$ cat src/tap_defs.vh
// Constants for the boundary scan test access port.
// Assumes a single 125 MHz system clock; all test pins are sampled by it.
`ifndef TAP_DEFS_VH
`define TAP_DEFS_VH
// ****************************************
// Instruction register
// ****************************************
`define IR_W 3
`define IR_EXTEST 3'h0
`define IR_SAMPLE 3'h1
`define IR_IDCODE 3'h2
`define IR_CLAMP 3'h3
`define IR_BYPASS 3'h7
`define IR_CAPT 3'h1
// ****************************************
// Data registers
// ****************************************
`define ID_W 32
`define BSR_W 8
// Identification value is arbitrary: version, part, maker, fixed lsb of one
`define ID_VERSION 4'h1
`define ID_PART 16'h0a5c
`define ID_MAKER 11'h155
`endif

$ cat src/scan_tap.v
// Boundary scan test access port with bypass, identification and boundary registers.
// Assumes tck is far slower than clk (>= 4 clk cycles per phase) so edges are found by sampling.
//
// What this block does
// RL1: Five test pins drive dedicated scan logic
// RL2: Bypass puts one bit between tdi, tdo
// RL3: Extest drives and observes pins from boundary register
// RL4: Sample captures pins, preloads outputs without disturbing
// RL5: Clamp selects bypass, boundary keeps driving pins
// RL6: Idcode puts identification register on chain
// RL7: Reset state forces idcode, functional pins pass
// RL8: Low trst forces reset state asynchronously
// RL9: Identification is 32 bits: maker, part, version
// RL10: Identification code loaded in capture state
// RL11: Bit 0 shifts out on tdo first
// RL12: Sixteen states on rising tck, tdo falling
`timescale 1ns/1ns
`include "tap_defs.vh"
module scan_tap (
  input wire clk, // System clock
  input wire rstn, // Asynchronous reset, active low
  input wire tck, // Test clock pin
  input wire tms, // Test mode select pin
  input wire tdi, // Test data input pin
  input wire trst_n, // Test reset pin, active low
  output reg tdo, // Test data output
  output reg tdo_oe, // High while tdo is driven
  input wire [`BSR_W-1:0] core_out, // Functional values towards pins
  input wire [`BSR_W-1:0] pin_in, // Values seen at device pins
  output reg [`BSR_W-1:0] pin_out, // Values driven onto pins
  output reg [`BSR_W-1:0] core_in, // Pin values given to the core
  output reg test_mode // High while boundary owns the pins
);
  // ****************************************
  // State codes, one-hot
  // ****************************************
  localparam S_TLR = 16'h0001;
  localparam S_RTI = 16'h0002;
  localparam S_SDR = 16'h0004;
  localparam S_CDR = 16'h0008;
  localparam S_SHDR = 16'h0010;
  localparam S_E1DR = 16'h0020;
  localparam S_PDR = 16'h0040;
  localparam S_E2DR = 16'h0080;
  localparam S_UDR = 16'h0100;
  localparam S_SIR = 16'h0200;
  localparam S_CIR = 16'h0400;
  localparam S_SHIR = 16'h0800;
  localparam S_E1IR = 16'h1000;
  localparam S_PIR = 16'h2000;
  localparam S_E2IR = 16'h4000;
  localparam S_UIR = 16'h8000;

  localparam [`ID_W-1:0] ID_CODE = {`ID_VERSION, `ID_PART, `ID_MAKER, 1'b1}; // RL9

  // ****************************************
  // Pin synchronisers
  // ****************************************
  // Three stages; a change is accepted once stages two and three agree
  reg [2:0] tck_s_r, tms_s_r, tdi_s_r, trst_s_r;
  reg tck_q_r, tms_q_r, tdi_q_r;
  wire [3:0] sync_in = {trst_n, tdi, tms, tck};
  always @(posedge clk or negedge rstn) begin
    if (!rstn) begin
      tck_s_r <= 3'h0;
      tms_s_r <= 3'h7;
      tdi_s_r <= 3'h7;
      trst_s_r <= 3'h0;
      tck_q_r <= 1'b0;
      tms_q_r <= 1'b1;
      tdi_q_r <= 1'b1;
    end else begin
      tck_s_r <= {tck_s_r[1:0], sync_in[0]};
      tms_s_r <= {tms_s_r[1:0], sync_in[1]};
      tdi_s_r <= {tdi_s_r[1:0], sync_in[2]};
      trst_s_r <= {trst_s_r[1:0], sync_in[3]};
      if (tck_s_r[1] == tck_s_r[2])
        tck_q_r <= tck_s_r[2];
      if (tms_s_r[1] == tms_s_r[2])
        tms_q_r <= tms_s_r[2];
      if (tdi_s_r[1] == tdi_s_r[2])
        tdi_q_r <= tdi_s_r[2];
    end
  end

  wire tck_rise = (tck_s_r[1] == tck_s_r[2]) && tck_s_r[2] && !tck_q_r; // RL12
  wire tck_fall = (tck_s_r[1] == tck_s_r[2]) && !tck_s_r[2] && tck_q_r; // RL12
  // Test reset acts without any tck edge; its release waits until stages two and three agree,
  // so that no scan flop leaves reset on an arbitrary phase of clk
  wire tap_rst_n = rstn & trst_n & trst_s_r[1] & trst_s_r[2]; // RL8

  // ****************************************
  // Controller
  // ****************************************
  reg [15:0] st_r, st_nxt;
  always @* begin
    case (st_r)
      S_TLR: st_nxt = tms_q_r ? S_TLR : S_RTI;
      S_RTI: st_nxt = tms_q_r ? S_SDR : S_RTI;
      S_SDR: st_nxt = tms_q_r ? S_SIR : S_CDR;
      S_CDR: st_nxt = tms_q_r ? S_E1DR : S_SHDR;
      S_SHDR: st_nxt = tms_q_r ? S_E1DR : S_SHDR;
      S_E1DR: st_nxt = tms_q_r ? S_UDR : S_PDR;
      S_PDR: st_nxt = tms_q_r ? S_E2DR : S_PDR;
      S_E2DR: st_nxt = tms_q_r ? S_UDR : S_SHDR;
      S_UDR: st_nxt = tms_q_r ? S_SDR : S_RTI;
      S_SIR: st_nxt = tms_q_r ? S_TLR : S_CIR;
      S_CIR: st_nxt = tms_q_r ? S_E1IR : S_SHIR;
      S_SHIR: st_nxt = tms_q_r ? S_E1IR : S_SHIR;
      S_E1IR: st_nxt = tms_q_r ? S_UIR : S_PIR;
      S_PIR: st_nxt = tms_q_r ? S_E2IR : S_PIR;
      S_E2IR: st_nxt = tms_q_r ? S_UIR : S_SHIR;
      S_UIR: st_nxt = tms_q_r ? S_SDR : S_RTI;
      default: st_nxt = S_TLR;
    endcase
  end

  // ****************************************
  // Registers on the scan chain
  // ****************************************
  reg [`IR_W-1:0] ir_sh_r, ir_r;
  reg [`ID_W-1:0] id_sh_r;
  reg [`BSR_W-1:0] bsr_sh_r, bsr_up_r;
  reg byp_r;
  // One decoder for every opcode test, so chain select and pin owner cannot disagree
  // Bits: identification chain, boundary chain, pins owned by the update cells
  function [2:0] op_decode;
    input [`IR_W-1:0] op;
    begin
      case (op)
        `IR_EXTEST: op_decode = 3'h3;
        `IR_SAMPLE: op_decode = 3'h2;
        `IR_IDCODE: op_decode = 3'h4;
        `IR_CLAMP: op_decode = 3'h1;
        default: op_decode = 3'h0;
      endcase
    end
  endfunction
  wire [2:0] op_sel = op_decode(ir_r);
  wire sel_bsr = op_sel[1]; // RL3 RL4
  wire sel_id = op_sel[2]; // RL6
  wire drives_pins = op_sel[0]; // RL3 RL5

  always @(posedge clk or negedge tap_rst_n) begin
    if (!tap_rst_n) begin
      st_r <= S_TLR; // RL8
      ir_sh_r <= `IR_CAPT;
      ir_r <= `IR_IDCODE; // RL7
      id_sh_r <= 32'h00000000;
      bsr_sh_r <= 8'h00;
      bsr_up_r <= 8'h00;
      byp_r <= 1'b0;
    end else if (tck_rise) begin
      st_r <= st_nxt; // RL12
      // Forced on entry, so a tester that stops tck in reset still finds the pins released
      if (st_nxt == S_TLR)
        ir_r <= `IR_IDCODE; // RL7
      if (st_r == S_CIR)
        ir_sh_r <= `IR_CAPT;
      if (st_r == S_SHIR)
        ir_sh_r <= {tdi_q_r, ir_sh_r[`IR_W-1:1]};
      if (st_r == S_UIR)
        ir_r <= ir_sh_r;
      if (st_r == S_CDR) begin
        byp_r <= 1'b0; // RL2
        if (sel_id)
          id_sh_r <= ID_CODE; // RL10
        if (sel_bsr)
          bsr_sh_r <= pin_in; // RL3 RL4
      end
      if (st_r == S_SHDR) begin
        byp_r <= tdi_q_r; // RL2 RL5
        if (sel_id)
          id_sh_r <= {tdi_q_r, id_sh_r[`ID_W-1:1]}; // RL11
        if (sel_bsr)
          bsr_sh_r <= {tdi_q_r, bsr_sh_r[`BSR_W-1:1]};
      end
      // Preload lands in the latched cells; they reach pins only under extest or clamp
      if (st_r == S_UDR && sel_bsr)
        bsr_up_r <= bsr_sh_r; // RL4
    end
  end

  // ****************************************
  // Outputs
  // ****************************************
  reg tdo_nxt;
  always @* begin
    if (st_r == S_SHIR)
      tdo_nxt = ir_sh_r[0];
    else if (sel_id)
      tdo_nxt = id_sh_r[0]; // RL6 RL11
    else if (sel_bsr)
      tdo_nxt = bsr_sh_r[0];
    else
      tdo_nxt = byp_r; // RL2 RL5
  end

  always @(posedge clk or negedge tap_rst_n) begin
    if (!tap_rst_n) begin
      tdo <= 1'b0;
      tdo_oe <= 1'b0;
      test_mode <= 1'b0;
    end else begin
      if (tck_fall) begin
        tdo <= tdo_nxt; // RL12
        tdo_oe <= (st_r == S_SHDR) || (st_r == S_SHIR); // RL12
      end
      test_mode <= drives_pins; // RL1
    end
  end

  // ****************************************
  // Functional path
  // ****************************************
  // Only the system reset clears it: a test reset must not blank the pins of a running device
  always @(posedge clk or negedge rstn) begin
    if (!rstn) begin
      pin_out <= 8'h00;
      core_in <= 8'h00;
    end else begin
      // Functional path is untouched unless the boundary owns the pins
      pin_out <= drives_pins ? bsr_up_r : core_out; // RL3 RL4 RL5 RL7
      core_in <= pin_in; // RL4
    end
  end
endmodule

$ cat config.mk
export PLATFORM = sky130hd
export DESIGN_NAME = scan_tap
export DESIGN_NICKNAME = d
export VERILOG_FILES = /design/src/scan_tap.v
export VERILOG_INCLUDE_DIRS = /design/src
export SDC_FILE = /design/constraint.sdc
export NUM_CORES = 1
export LEC_CHECK = 0
export CAP_MARGIN = 15
export CELL_PAD_IN_SITES_DETAIL_PLACEMENT = 0
export CELL_PAD_IN_SITES_GLOBAL_PLACEMENT = 1
export CORE_UTILIZATION = 35
export DETAILED_ROUTE_END_ITERATION = 10
export DONT_BUFFER_PORTS = 1
export PLACE_DENSITY = 0.55
export SETUP_SLACK_MARGIN = 0.15
export SYNTH_ARGS = -nofsm -noshare
export SYNTH_HDL_FRONTEND = slang
export SYNTH_SLANG_ARGS = --single-unit
$ cat constraint.sdc
create_clock -name clk -period 7.8 [get_ports clk]
set_input_delay 0.78 -clock clk [delete_from_list [all_inputs] [get_ports clk]]
set_output_delay 0.78 -clock clk [all_outputs]
set_load 0.03 [all_outputs]
==> impl_metrics.ini <==
[finish]
postLayoutCellArea_um2 = 5000
layout.nets = 438
utilization_pct = 39.3
antenna_cells = 0
drive_gt1_share_pct = 16.0
area_delta_synth_final_pct = 8.96

[clock_tree]
cts.clk_slew.worst_paths_ps = 80
postCtsResizedCells = 0
cts_buffers = 9
ctsHoldBuffers = 0
cts_root_buf = clkbuf_16
htree_num_levels = 3
cts_tree = built
insertion_delay_ps = 350
postCtsSetupBuffers = 0
cts_sinks = 105
cts_buffer_depth = 2

[route]
drt_iter0_markers = 169
remaining_drc_errors = 0
drt-pass1-iter-count = 7
wl_per_cell_um = 16.8
ant_nets = 0
vias_per_cell = 5.23
finalWirelength_um = 9950
num_vias = 3093

[power]
clkPwrFrac_pct = 33.1
power_mw = 1.35
seq_power_share_pct = 49.7
switching_share_pct = 32.7
p_int_mw = 0.912
total_leakage_power_nw = 2.19
switchingPower_mw = 0.443
p_per_area_nw_per_um2 = 271
peakVddDrop_mv = 0.215
pwr-share-comb_pct = 17.2

[die]
initial_utilization_pct = 36.1
ioPinCount = 41
core_area_um2 = 12700
die_x_um = 117
rows = 41
dieArea_um2 = 13600
die_h_um = 117

[worst_setup_path]
r2r_end = bsr_sh_r[3]$_DFFE_PN0P_
reg2reg_depth = 5
cp.required_ps = 8030
crit_path_top_delay_cell = nand4_1
cp-start-kind = register
cp-startpoint = st_r[12]$_DFFE_PN0P_
r2r_setup_slack_ps = 5110
critical_path_buf_inv_count = 0
worstReg2RegStart = st_r[12]$_DFFE_PN0P_
cp-end-kind = register
path_delay_family = simple AND/OR/NAND/NOR gates
worstSetupPathType = reg2reg
worstPathArrival_ps = 2930
critical_path.cell_chain = nor4_4, nand4_1, nand2b_1, o22ai_1, a21oi_1
critPathMaxStageDelay_ps = 720
cp.depth = 5
cp-endpoint = bsr_sh_r[3]$_DFFE_PN0P_
worstPathMaxFanout = 15

[sta]
skew_ps = 8.82
layout_setup_ws_ps = 5110
fmax_mhz = 371
finalHoldViolCount = 0
setup_tns_ps = 0
setup_viol = 0
drv_slew = 0
period_needed_ps = 2690
max_slew_margin_pct = 27.1
fin_crit_sh_pct = 34.5
tightest_slew_ps = 1090
grt_setup_unrepaired = false

[grt]
grt_pass1_vias = 3044
grt_pass1_wl_um = 16800
track_usage_pct = 16.6
grt_overflow = 0
grt_max_degree = 75
grt_antenna_before_repair = 0

[synth]
ys.flop_type = dfrtp_1
netlist_top_cells_count = dfrtp_1, nor2_1, nand2_1
ys_top_cells_by_area = dfrtp_1, dfstp_2, nor2_1, nand2_1, mux2_2
syn_inst = 425
yosysWarnings = 0
synth_top_area_cell = dfrtp_1
ys_seq_area_share_pct = 57.5
synth_fp_nets = 449
yosysMostFrequentCell = dfrtp_1
yosysUniqueCellTypes = 56
synth-edff-count = 0
synth-async-reset-ratio_pct = 100
synth.top_cell.area_share_pct = 51.2
syn_area_um2 = 4590
ys_ff_latch = 105
synth_area_per_cell_um2 = 10.8

[placement]
port_buffers = 0
post_dp_cell_area_um2 = 4700
hpwl_um = 6430
place_congestion = 0.793
dp_slack_ps = 5070

[worst_hold_path]
hp-class = in2async

[flow_run]
max_cap_violations = 0

[run_status]
status = finished, final reports clean
metrics by stage:
step                      hold slack (ps)  std cells
after global routing                 85.7        591
after floorplan                       331        425
after detailed placement              336        575
final                                 110        591
after global placement                344        575
after CTS                            91.3        591
worst min path at each step:
| stage | to | slack, ps | cells past startpoint |
|---|---|---|---|
| 2_1_floorplan | tck_s_r[1]$_DFF_PN0_ | 330 | 0 |
| 3_3_place_gp | trst_s_r[1]$_DFF_PN0_ | 340 | 0 |
| 3_5_place_dp | trst_s_r[1]$_DFF_PN0_ | 340 | 0 |
| 4_1_cts | pin_out[0]$_DFF_PN0_ | 90 | 0 |
| 5_1_grt | pin_out[2]$_DFF_PN0_ | 90 | 0 |
| 6_report | pin_out[2]$_DFF_PN0_ | 110 | 0 |
final cells by class:
class                   instances  area (um^2)
flip-flops and latches        105         2640
inverters                       6         22.5
clock inverters                 7         76.3
clock buffers                   9          225
multi-input cells             290         1810
well taps                     172          215
fillers                      1277         7720
repair buffers                  2         15.0
layer usage:
| metal | GRT usage [%] | up-vias | routed length, um |
|---|---|---|---|
| li1 | - | 1486 | - |
| met1 | 23.3 | 1538 | 4730 |
| met2 | 24.2 | 62 | 4590 |
| met3 | 4.98 | 7 | 500 |
| met4 | 5.82 | 0 | 123 |
| met5 | 0 | - | 0 |
cells in the final DEF (no fill, tap or decap), drive strengths merged, types with 2 or more instances in the layout:
master and n:
a21oi 14, a31oi 2, a22o 7, and2 2, xor2 3, maj3 2
nand2 51, o31ai 5, a22oi 3, nor2 55, ha 2, nor2b 2
dfstp 11, clkinvlp 2, clkbuf 9, and4b 2, nor3 21, or4 7
clkinv 3, o211ai 3, xnor2 5, buf 2, nor4b 6, nand4 6
dfrtp 94, mux2 16, nand2b 3, inv 8, o22ai 9, nor4 6
o21ai 20, nand3 24
kinds of logic (layout without fill, tap and decap cells):
family                   Yosys count  after routing  share of synthesized area [%]
AO/OA/AOI/OAI                     70             70                           9.95
AND/OR/NAND/NOR                  191            191                           22.7
flip-flops                       105            105                           57.5
XOR/XNOR                           8              8                           1.53
multiplexers                      17             17                           4.14
adder cells (fa/ha/maj)            4              4                          0.981
buffers and inverters             30             24                           3.16
power by group through the flow:
stage / Combinational (mW) / Clock, mW / Sequential [mW]
3_5_place_dp: 0.237 / 0 / 0.683
3_3_place_gp: 0.240 / 0 / 0.683
4_1_cts: 0.238 / 0.470 / 0.673
2_1_floorplan: 0.204 / 0 / 0.659
5_1_grt: 0.262 / 0.487 / 0.680
6_report: 0.234 / 0.448 / 0.673
Note: power is estimated with default switching activity, not from simulation.
